### config.mk
export PLATFORM = sky130hd
export DESIGN_NAME = sac_top
export DESIGN_NICKNAME = d
export VERILOG_FILES = /design/src/sac_pkg.sv /design/src/sac_if.sv /design/src/sac_region.sv /design/src/sac_check.sv /design/src/sac_top.sv
export VERILOG_INCLUDE_DIRS = /design/src
export SDC_FILE = /design/constraint.sdc
export NUM_CORES = 2
export LEC_CHECK = 0
export BUFFER_PORTS_ARGS = -buffer_cell sky130_fd_sc_hd__buf_2
export CORE_ASPECT_RATIO = 1.1
export CORE_MARGIN = 5
export CORE_UTILIZATION = 29
export CTS_CLUSTER_DIAMETER = 200
export DETAILED_ROUTE_END_ITERATION = 8
export PLACE_DENSITY = 0.48
export SLEW_MARGIN = 40
export SYNTH_ARGS = -nofsm -noshare
export SYNTH_HDL_FRONTEND = slang
export SYNTH_SLANG_ARGS = --single-unit
### constraint.sdc
create_clock -name hclk -period 6.5 [get_ports hclk]
set_input_delay 0.325 -clock hclk [delete_from_list [all_inputs] [get_ports hclk]]
set_output_delay 0.325 -clock hclk [all_outputs]
set_load 0.1 [all_outputs]
### src/sac_regs.svh
`ifndef SAC_REGS_SVH
`define SAC_REGS_SVH
// ----------------------------------------------------------------------
// Register byte addresses
// ----------------------------------------------------------------------
`define SAC_ADDR_CTRL 32'hE000EDD0
`define SAC_ADDR_COUNT 32'hE000EDD4
`define SAC_ADDR_SELECT 32'hE000EDD8
`define SAC_ADDR_BASE 32'hE000EDDC
`define SAC_ADDR_LIMIT 32'hE000EDE0
`define SAC_ADDR_FSTAT 32'hE000EDE4
`define SAC_ADDR_FADDR 32'hE000EDE8
// ----------------------------------------------------------------------
// Field positions and values
// ----------------------------------------------------------------------
`define SAC_CTRL_EN 0
`define SAC_LIMIT_EN 0
`define SAC_LIMIT_NSC 1
`define SAC_GRAN_LSB 5
`define SAC_LIMIT_LOW 5'h1F
`define SAC_BASE_LOW 5'h00
`define SAC_SEL_W 8
`define SAC_FSTAT_DATA 0
`define SAC_FSTAT_ENTRY 1
`define SAC_HTRANS_ACT 1
`define SAC_HPROT_PRIV 1
`define SAC_EXEMPT_FIRST 32'hE0000000
`define SAC_EXEMPT_LAST 32'hE00FFFFF
`define SAC_WORD_ZERO 32'h0000_0000
`endif

### src/sac_pkg.sv
`default_nettype none
package sac_pkg;
  // Encoded by strictness so that the stricter of NS, NSC and S is the larger one; exempt takes the top code
  typedef enum logic [1:0] {
    SAC_NS = 2'h0,
    SAC_NSC = 2'h1,
    SAC_S = 2'h2,
    SAC_EXEMPT = 2'h3
  } sac_attr_t;
endpackage : sac_pkg
`default_nettype wire

### src/sac_if.sv
`timescale 1ns/1ps
`default_nettype none
// One programmable region: write strobes in, stored fields and hits out
interface sac_region_if;
  logic wr_base;
  logic wr_limit;
  logic [31:0] wdata;
  logic [31:0] addr_d;
  logic [31:0] addr_f;
  logic [31:0] base_q;
  logic [31:0] limit_q;
  logic hit_d;
  logic hit_f;
  logic nsc_q;
  modport regn (input wr_base, wr_limit, wdata, addr_d, addr_f,
                output base_q, limit_q, hit_d, hit_f, nsc_q);
  modport ctl (output wr_base, wr_limit, wdata, addr_d, addr_f,
               input base_q, limit_q, hit_d, hit_f, nsc_q);
endinterface : sac_region_if

// One lookup: both unit results in, merged attribute and verdict out
interface sac_lookup_if;
  logic nonsecure;
  logic fetch;
  logic sg_first;
  logic exempt;
  sac_pkg::sac_attr_t prog_attr;
  sac_pkg::sac_attr_t ext_attr;
  sac_pkg::sac_attr_t attr;
  logic fault;
  logic secure_after;
  modport chk (input nonsecure, fetch, sg_first, exempt, prog_attr, ext_attr,
               output attr, fault, secure_after);
  modport req (output nonsecure, fetch, sg_first, exempt, prog_attr, ext_attr,
               input attr, fault, secure_after);
endinterface : sac_lookup_if
`default_nettype wire

### src/sac_region.sv
`timescale 1ns/1ps
`default_nettype none
`include "sac_regs.svh"
module sac_region (
  input wire logic hclk,
  input wire logic hresetn,
  sac_region_if.regn rif
);
  import sac_pkg::*;
  logic [31:`SAC_GRAN_LSB] base_r;
  logic [31:`SAC_GRAN_LSB] limit_r;
  logic en_r;
  logic nsc_r;

  // Bounds kept at 32-byte granule only
  always_ff @(posedge hclk or negedge hresetn) begin
    if (!hresetn) begin
      base_r <= '0;
      limit_r <= '0;
      en_r <= 1'b0;
      nsc_r <= 1'b0;
    end else begin
      if (rif.wr_base) begin
        base_r <= rif.wdata[31:`SAC_GRAN_LSB];
      end
      if (rif.wr_limit) begin
        limit_r <= rif.wdata[31:`SAC_GRAN_LSB];
        en_r <= rif.wdata[`SAC_LIMIT_EN];
        nsc_r <= rif.wdata[`SAC_LIMIT_NSC];
      end
    end
  end

  // Inclusive match; low limit bits implied all ones
  assign rif.hit_d = en_r && (rif.addr_d[31:`SAC_GRAN_LSB] >= base_r) &&
                     (rif.addr_d[31:`SAC_GRAN_LSB] <= limit_r);
  assign rif.hit_f = en_r && (rif.addr_f[31:`SAC_GRAN_LSB] >= base_r) &&
                     (rif.addr_f[31:`SAC_GRAN_LSB] <= limit_r);
  assign rif.nsc_q = nsc_r;
  assign rif.base_q = {base_r, `SAC_BASE_LOW};
  assign rif.limit_q = {limit_r, 3'h0, nsc_r, en_r};
endmodule : sac_region
`default_nettype wire

### src/sac_check.sv
`timescale 1ns/1ps
`default_nettype none
module sac_check (
  sac_lookup_if.chk lk
);
  import sac_pkg::*;

  // Merge both units, then judge the access
  always_comb begin
    if (lk.exempt || lk.ext_attr == SAC_EXEMPT) begin
      lk.attr = SAC_EXEMPT;
    end else if (lk.ext_attr > lk.prog_attr) begin
      lk.attr = lk.ext_attr;
    end else begin
      lk.attr = lk.prog_attr;
    end
    lk.fault = 1'b0;
    lk.secure_after = !lk.nonsecure;
    if (lk.fetch) begin
      case (lk.attr)
        SAC_NS: lk.secure_after = 1'b0;
        SAC_NSC: begin
          lk.fault = lk.nonsecure && !lk.sg_first;
          lk.secure_after = 1'b1;
        end
        SAC_S: begin
          lk.fault = lk.nonsecure;
          lk.secure_after = 1'b1;
        end
        default: lk.secure_after = !lk.nonsecure;
      endcase
    end else begin
      // NONSECURE_CALLABLE counts as Secure for data; NS and exempt open to all
      lk.fault = lk.nonsecure && (lk.attr == SAC_S || lk.attr == SAC_NSC);
    end
  end
endmodule : sac_check
`default_nettype wire

### src/sac_top.sv
// Functional notes
// - Non-secure memory is reachable from both security states.
// - Executing state follows attribute of fetched memory: Secure or Non-secure.
// - Non-secure data access to Secure address is blocked and faults.
// - Only callable addresses may be entered from Non-secure state.
// - Non-secure branch to Secure faults unless callable and gateway first.
// - Non-secure data access to callable memory refused; gateway branch allowed.
// - Exempt addresses are accessible from both states without fault.
// - With both units present, the stricter attribute wins, except that an exempt answer always wins.
// - Only Secure privileged bus writes change the configuration.
// - Region count is a parameter, reported by the count register.
// - Region base and limit are held at 32-byte granularity.
// - Select register chooses which region base and limit registers reach.
// - Low five limit bits are treated as all ones.
// - Per-region callable bit picks Non-secure or callable attribute.
// - Per-region enable bit gates that region in lookup.
// - Regions apply only after the global enable bit is set.
// - Internal exempt addresses stay exempt whatever regions say.
// - Separate Secure and Non-secure protection banks apply after attribution.
`timescale 1ns/1ps
`default_nettype none
`include "sac_regs.svh"
module sac_top #(
  parameter int NUM_REGIONS = 8,
  parameter bit EXT_PRESENT = 1'b1
) (
  input wire logic hclk,
  input wire logic hresetn,
  input wire logic hsel,
  input wire logic [31:0] haddr,
  input wire logic [1:0] htrans,
  input wire logic hwrite,
  input wire logic [2:0] hsize,
  input wire logic [3:0] hprot,
  input wire logic hnonsec,
  input wire logic [31:0] hwdata,
  input wire logic hready,
  output logic hreadyout,
  output logic hresp,
  output logic [31:0] hrdata,
  input wire logic d_valid,
  input wire logic [31:0] d_addr,
  input wire logic d_nonsecure,
  input wire sac_pkg::sac_attr_t ext_d_attr,
  output logic d_rsp_valid,
  output sac_pkg::sac_attr_t d_attr,
  output logic d_fault,
  output logic d_mpu_go,
  output logic d_mpu_secure,
  input wire logic f_valid,
  input wire logic [31:0] f_addr,
  input wire logic f_sg_first,
  input wire sac_pkg::sac_attr_t ext_f_attr,
  output logic f_rsp_valid,
  output sac_pkg::sac_attr_t f_attr,
  output logic f_fault,
  output logic exec_secure,
  output logic security_fault
);
  import sac_pkg::*;

  // ----------------------------------------------------------------------
  // Declarations
  // ----------------------------------------------------------------------
  logic acc_take;
  logic wr_pend_r;
  logic rd_wait_r;
  logic acc_ok_r;
  logic [31:0] addr_r;
  logic [31:0] hrdata_r;
  logic [31:0] rd_mux;
  logic wr_go;
  logic sel_ok;
  logic en_r;
  logic [`SAC_SEL_W-1:0] sel_r;
  logic [1:0] fstat_r;
  logic [31:0] faddr_r;
  logic exec_secure_r;
  logic d_rsp_valid_r;
  logic d_fault_r;
  logic d_mpu_go_r;
  logic d_mpu_secure_r;
  sac_attr_t d_attr_r;
  logic f_rsp_valid_r;
  logic f_fault_r;
  sac_attr_t f_attr_r;
  logic security_fault_r;
  logic d_evt;
  logic f_evt;
  logic [NUM_REGIONS-1:0] hit_d_v;
  logic [NUM_REGIONS-1:0] hit_f_v;
  logic [NUM_REGIONS-1:0] nsc_v;
  logic [31:0] base_v [NUM_REGIONS];
  logic [31:0] limit_v [NUM_REGIONS];

  sac_lookup_if lk_d ();
  sac_lookup_if lk_f ();

  // ----------------------------------------------------------------------
  // Region store, one instance per programmable region
  // ----------------------------------------------------------------------
  // Out-of-range selections touch no region
  assign sel_ok = (sel_r < `SAC_SEL_W'(NUM_REGIONS));

  for (genvar g = 0; g < NUM_REGIONS; g++) begin : g_rgn
    sac_region_if rif ();
    // Strobe only the selected region
    assign rif.wr_base = wr_go && sel_ok && addr_r == `SAC_ADDR_BASE &&
                         sel_r == `SAC_SEL_W'(g);
    assign rif.wr_limit = wr_go && sel_ok && addr_r == `SAC_ADDR_LIMIT &&
                          sel_r == `SAC_SEL_W'(g);
    assign rif.wdata = hwdata;
    assign rif.addr_d = d_addr;
    assign rif.addr_f = f_addr;
    assign hit_d_v[g] = rif.hit_d;
    assign hit_f_v[g] = rif.hit_f;
    assign nsc_v[g] = rif.nsc_q;
    assign base_v[g] = rif.base_q;
    assign limit_v[g] = rif.limit_q;
    sac_region u_rgn (
      .hclk(hclk),
      .hresetn(hresetn),
      .rif(rif)
    );
  end

  // ----------------------------------------------------------------------
  // Programmable attribution
  // ----------------------------------------------------------------------
  // Zero or several hits resolve Secure; overlap can never open memory
  function automatic sac_attr_t prog_lookup(input logic enable,
                                            input logic [NUM_REGIONS-1:0] hits,
                                            input logic [NUM_REGIONS-1:0] nscs);
    sac_attr_t res;
    res = SAC_S;
    if (enable && hits != '0 && (hits & (hits - 1'b1)) == '0) begin
      res = ((hits & nscs) != '0) ? SAC_NSC : SAC_NS;
    end
    return res;
  endfunction : prog_lookup

  // Fixed internal exempt window, not affected by any region
  function automatic logic in_exempt(input logic [31:0] a);
    return (a >= `SAC_EXEMPT_FIRST) && (a <= `SAC_EXEMPT_LAST);
  endfunction : in_exempt

  // ----------------------------------------------------------------------
  // Lookup requests into the merge and check stage
  // ----------------------------------------------------------------------
  // Absent external unit answers least strict so it never dominates
  assign lk_d.nonsecure = d_nonsecure;
  assign lk_d.fetch = 1'b0;
  assign lk_d.sg_first = 1'b0;
  assign lk_d.exempt = in_exempt(d_addr);
  assign lk_d.prog_attr = prog_lookup(en_r, hit_d_v, nsc_v);
  assign lk_d.ext_attr = EXT_PRESENT ? ext_d_attr : SAC_NS;

  assign lk_f.nonsecure = !exec_secure_r;
  assign lk_f.fetch = 1'b1;
  assign lk_f.sg_first = f_sg_first;
  assign lk_f.exempt = in_exempt(f_addr);
  assign lk_f.prog_attr = prog_lookup(en_r, hit_f_v, nsc_v);
  assign lk_f.ext_attr = EXT_PRESENT ? ext_f_attr : SAC_NS;

  sac_check u_chk_d (
    .lk(lk_d)
  );

  sac_check u_chk_f (
    .lk(lk_f)
  );

  assign d_evt = d_valid && lk_d.fault;
  assign f_evt = f_valid && lk_f.fault;

  // ----------------------------------------------------------------------
  // Data lookup answer, one cycle after the request
  // ----------------------------------------------------------------------
  // Protection bank follows requester state, only for passed accesses
  always_ff @(posedge hclk or negedge hresetn) begin
    if (!hresetn) begin
      d_rsp_valid_r <= 1'b0;
      d_attr_r <= SAC_S;
      d_fault_r <= 1'b0;
      d_mpu_go_r <= 1'b0;
      d_mpu_secure_r <= 1'b0;
    end else begin
      d_rsp_valid_r <= d_valid;
      if (d_valid) begin
        d_attr_r <= lk_d.attr;
        d_fault_r <= lk_d.fault;
        d_mpu_secure_r <= !d_nonsecure;
      end
      d_mpu_go_r <= d_valid && !lk_d.fault;
    end
  end

  // ----------------------------------------------------------------------
  // Fetch lookup answer and executing security state
  // ----------------------------------------------------------------------
  // A faulting fetch leaves the state alone so no entry is half taken
  always_ff @(posedge hclk or negedge hresetn) begin
    if (!hresetn) begin
      f_rsp_valid_r <= 1'b0;
      f_attr_r <= SAC_S;
      f_fault_r <= 1'b0;
      exec_secure_r <= 1'b1;
    end else begin
      f_rsp_valid_r <= f_valid;
      if (f_valid) begin
        f_attr_r <= lk_f.attr;
        f_fault_r <= lk_f.fault;
        if (!lk_f.fault) begin
          exec_secure_r <= lk_f.secure_after;
        end
      end
    end
  end

  // ----------------------------------------------------------------------
  // Security fault pulse, sticky status and faulting address
  // ----------------------------------------------------------------------
  // Hardware set beats a write-one clear in the same cycle
  always_ff @(posedge hclk or negedge hresetn) begin
    if (!hresetn) begin
      security_fault_r <= 1'b0;
      fstat_r <= 2'h0;
      faddr_r <= `SAC_WORD_ZERO;
    end else begin
      security_fault_r <= d_evt || f_evt;
      if (wr_go && addr_r == `SAC_ADDR_FSTAT) begin
        fstat_r <= fstat_r & ~hwdata[1:0];
      end
      if (d_evt) begin
        fstat_r[`SAC_FSTAT_DATA] <= 1'b1;
      end
      if (f_evt) begin
        fstat_r[`SAC_FSTAT_ENTRY] <= 1'b1;
      end
      // Data fault address kept when both fault together
      if (d_evt) begin
        faddr_r <= d_addr;
      end else if (f_evt) begin
        faddr_r <= f_addr;
      end
    end
  end

  // ----------------------------------------------------------------------
  // Bus slave: address phase capture
  // ----------------------------------------------------------------------
  // Reads wait one cycle so they always see the previous write
  assign acc_take = hsel && hready && htrans[`SAC_HTRANS_ACT];

  always_ff @(posedge hclk or negedge hresetn) begin
    if (!hresetn) begin
      wr_pend_r <= 1'b0;
      rd_wait_r <= 1'b0;
      acc_ok_r <= 1'b0;
      addr_r <= `SAC_WORD_ZERO;
    end else begin
      if (hready) begin
        wr_pend_r <= acc_take && hwrite;
        acc_ok_r <= hprot[`SAC_HPROT_PRIV] && !hnonsec;
        if (acc_take) begin
          addr_r <= haddr;
        end
      end
      rd_wait_r <= acc_take && !hwrite;
    end
  end

  // Only Secure privileged writes land
  assign wr_go = wr_pend_r && acc_ok_r && hready;

  // ----------------------------------------------------------------------
  // Control and select registers
  // ----------------------------------------------------------------------
  always_ff @(posedge hclk or negedge hresetn) begin
    if (!hresetn) begin
      en_r <= 1'b0;
      sel_r <= '0;
    end else begin
      if (wr_go && addr_r == `SAC_ADDR_CTRL) begin
        en_r <= hwdata[`SAC_CTRL_EN];
      end
      if (wr_go && addr_r == `SAC_ADDR_SELECT) begin
        sel_r <= hwdata[`SAC_SEL_W-1:0];
      end
    end
  end

  // ----------------------------------------------------------------------
  // Read data
  // ----------------------------------------------------------------------
  // Non-secure or unprivileged reads see zero; config is not disclosed
  always_comb begin
    rd_mux = `SAC_WORD_ZERO;
    if (acc_ok_r) begin
      case (addr_r)
        `SAC_ADDR_CTRL: rd_mux[`SAC_CTRL_EN] = en_r;
        `SAC_ADDR_COUNT: rd_mux[`SAC_SEL_W-1:0] = `SAC_SEL_W'(NUM_REGIONS);
        `SAC_ADDR_SELECT: rd_mux[`SAC_SEL_W-1:0] = sel_r;
        `SAC_ADDR_FSTAT: rd_mux[1:0] = fstat_r;
        `SAC_ADDR_FADDR: rd_mux = faddr_r;
        default: rd_mux = `SAC_WORD_ZERO;
      endcase
      for (int i = 0; i < NUM_REGIONS; i++) begin
        if (sel_r == `SAC_SEL_W'(i)) begin
          if (addr_r == `SAC_ADDR_BASE) begin
            rd_mux = base_v[i];
          end
          if (addr_r == `SAC_ADDR_LIMIT) begin
            rd_mux = limit_v[i];
          end
        end
      end
    end
  end

  always_ff @(posedge hclk or negedge hresetn) begin
    if (!hresetn) begin
      hrdata_r <= `SAC_WORD_ZERO;
    end else if (rd_wait_r) begin
      hrdata_r <= rd_mux;
    end
  end

  // ----------------------------------------------------------------------
  // Outputs
  // ----------------------------------------------------------------------
  assign hreadyout = !rd_wait_r;
  assign hresp = 1'b0;
  assign hrdata = hrdata_r;
  assign d_rsp_valid = d_rsp_valid_r;
  assign d_attr = d_attr_r;
  assign d_fault = d_fault_r;
  assign d_mpu_go = d_mpu_go_r;
  assign d_mpu_secure = d_mpu_secure_r;
  assign f_rsp_valid = f_rsp_valid_r;
  assign f_attr = f_attr_r;
  assign f_fault = f_fault_r;
  assign exec_secure = exec_secure_r;
  assign security_fault = security_fault_r;

  // Unused transfer size: only whole words are supported
  logic unused_size;
  assign unused_size = ^hsize;
endmodule : sac_top
`default_nettype wire

==> out/results.txt <==
Die area: 169000 sq um
Die W: 392 microns
Top cell type's share of synthesized area: 30.4%
Post-synth top cells: 873 x ha_1, 567 x dfrtp_1, 461 x inv_1
Gpl congestion: 0.946
Clock Pin Slew Worst Setup and Hold Paths: 0.06 ns
CTS tree: yes
Crit end category: register
Clk_skew: 0.0374 ns
Std-Cell Rows: 154
Min-delay src: hwdata[1]
DR WL/cell: 26.5 microns
Async S/R FF share, synth: 100%
Filler cell count: 16500
Core area: 160000 sq um
Worst Hold Endpoint: g_rgn[3].u_rgn.rif.nsc_q$_DFFE_PN0P_
FF-to-FF End: faddr_r[6]$_DFFE_PN0P_
R2r startpoint: g_rgn[6].u_rgn.limit_r[6]$_DFFE_PN0P_
Fin util: 34.4%
Peak supply drop: 167 uV
Drt first pass iters: 5
Initial antenna violation count: 9
Status: complete, no violations
Worst path most repeated cell: buf_4
Seq/Total Area, Yosys: 30.6%
Relative slew slack: 39.3%
CTS Root Cell: clkbuf_16
Fmax: 159 MHz
Via-per-instance ratio: 5.56
Synth Area per Inst: 9.52 sq um
CP Class: reg -> reg
Hold depth: 3
Clock Sinks: 570
DP HPWL: 155 mm
First-pass GRT wire length: 285 mm
Top post-synthesis cells by area: dfrtp_1 30%, ha_1 23%, mux2_2 11%
Vias in the first global route: 42300
IO buf count: 188
Mapped Area: 46700 sq um
Syn. warnings: 0
PwrDens: 173 nW/um^2
Slew @ Worst Pin: 0.902 ns
Max Cap Violations: 0
Worst EP arrival: 6.82 ns
R2R depth: 28
# setup viols final: 0
CP Launch Type: register
Clk Latency, worst-skew pair: 0.69 ns
Final WL: 197 mm
Unique masters post-synth: 92
CP required: 7.05 ns
Total power: 9.50 mW
Syn Nets: 5927
Hold Vio Cnt, Final: 0
Die height: 431 microns
I/O pin count: 197
Remaining DRCs: 0
Max incr delay on CP: 0.65 ns
Total number of H-tree levels: 3
Post-CTS setup buffers: 0
#FFs+latches synth: 570
Final Net Count: 6316
Ys flop type: dfrtp_1
CP max-delay cell: or4b_2
Largest net degree at the start of global routing: 127
DR iter-0 viols: 2954
GRT overflow: 0
Most common cell in the netlist: ha_1
Leakage power: 24.8 nW
Post-DP Area: 51900 sq um
Vias: 41500
Yosys top cell by area: dfrtp_1
CTS Buf Count: 73
Crit-path max FO: 24
CTS max path bufs: 3
Period utilization: 96.5%
GR Util All Layers: 22.8%
Share of cells above drive strength 1: 20.2%
Slew Limit Fails: 0
Final ANT Viol Nets: 0
EDFF count, synth: 0
Final Instance Area: 55000 sq um
Syn Inst Count: 4903
Tmin final: 6.27 ns
Flop-to-flop setup slack: 0.23 ns
Starting density of the core: 29.1%
P&R area growth vs syn: 17.9%
Hold/Removal Path Class: in -> reg
## logic make-up after synthesis
| logic type | count (synthesis) | synth area share, % |
|---|---|---|
| compound gates | 1395 | 19.3 |
| xor+xnor | 2 | 0.0375 |
| fa+ha+maj | 873 | 23.4 |
| buf+inv | 661 | 5.43 |
| flops | 570 | 30.6 |
| mux | 469 | 11.4 |
| other cells | 1 | 0.00804 |
| simple gates | 932 | 9.84 |
## where the power goes
group	internal, mW	leakage (nW)	total [mW]	switching [mW]
clock	2.59	1.19	4.36	1.77
sequential	3.65	7.36	3.70	0.0560
combinational	0.557	16.3	1.43	0.876
## stage by stage
step	TNS, ns	setup slack [ns]	hold slack [ns]	cells
CTS	0	0.0128	0.000875	7447
floorplan	0	0.819	0.0294	4903
detailed placement	-17.53	-0.586	0.455	7267
finish	0	0.228	0.0423	7453
global placement	-31.39	-0.987	0.459	7266
global route	-0.154	-0.0248	0.0362	7450
## cell type report
class | instances | area (sq um) | area share [%]
multi-input cells | 3672 | 30100 | 54.6
diodes | 4 | 10.0 | 0.0182
clock inverters | 26 | 405 | 0.737
flip-flops and latches | 570 | 14300 | 25.9
repair buffers | 513 | 3860 | 7.02
well taps | 2106 | 2640 | 4.79
inverters | 462 | 1730 | 3.15
clock buffers | 100 | 2040 | 3.71
## critical path, delay by kind of cell (launching register included)
| family | cells | cell delay [ns] |
|---|---|---|
| buffers and inverters | 7 | 1.15 |
| DFF | 1 | 0.35 |
| AOI/OAI and AO/OA | 11 | 2.01 |
| and+or+nand+nor | 5 | 1.29 |
| adders and majority gates | 3 | 0.72 |
| muxes | 2 | 0.56 |
## worst max-delay path by stage
stage	cells after the start	start	end
floorplan	27	f_addr[5]	faddr_r[26]$_DFFE_PN0P_
global placement	28	f_addr[22]	faddr_r[8]$_DFFE_PN0P_
detailed placement	28	f_addr[22]	faddr_r[7]$_DFFE_PN0P_
CTS	27	g_rgn[2].u_rgn.limit_r[6]$_DFFE_PN0P_	faddr_r[6]$_DFFE_PN0P_
global route	28	g_rgn[0].u_rgn.limit_r[15]$_DFFE_PN0P_	faddr_r[7]$_DFFE_PN0P_
finish	28	g_rgn[6].u_rgn.limit_r[6]$_DFFE_PN0P_	faddr_r[6]$_DFFE_PN0P_
## layer usage
layer	GRT usage [%]	part of all wire, %	wire length [microns]
met2	38.3	47	93000
met1	28.2	41	81500
met4	12.8	6.4	12600
met3	2.82	5.2	10300
met5	0.0577	0.0035	7
## sequential cells by signal (all words and copies together), names as in the netlist, 2 cells and up
name and cells:
d_attr 2, faddr_r 32, g_rgn.u_rgn.limit_r 216, hrdata 32, f_attr 2, addr_r 32, g_rgn.u_rgn.rif.nsc_q 8, fstat_r 2
g_rgn.u_rgn.en_r 8, g_rgn.u_rgn.base_r 216, sel_r 8
## cell usage in the layout, fill, tap and decap left out, types with 10 or more instances in the layout
master,count
ha_1,873
dfrtp_1,566
inv_1,461
mux2_2,436
a21oi_1,359
o21ai_0,308
buf_4,244
nand2_1,239
nor2_1,196
buf_2,187
nand4_1,140
o22ai_1,118
a21o_1,109
nand3_1,100
a22oi_1,99
clkbuf_16,75
nor3_1,64
dlygate4sd3_1,54
a211oi_1,49
o21a_1,45
nor2b_1,44
o221ai_1,40
o211ai_1,35
a22o_1,34
o2bb2ai_1,30
nand2b_1,25
and3_1,24
a2111oi_0,23
buf_12,23
nor4_1,22
a31oi_1,19
clkbuf_1,18
a211o_1,17
mux2i_1,17
a221oi_1,14
o31ai_1,13
mux2_4,13
and2_1,10
bufinv_16,10
## repair_timing
| item | 4_1_cts | 5_1_grt |
|---|---|---|
| cloned | 0 | 0 |
| hold buffers | 54 | 0 |
| resized for setup | 2 | 9 |
| endpoints found under the hold margin | 134 | 0 |
| endpoints found under the setup margin | 31 | 32 |
| pin swaps | 0 | 1 |
Power figures use the tool's default switching activity.
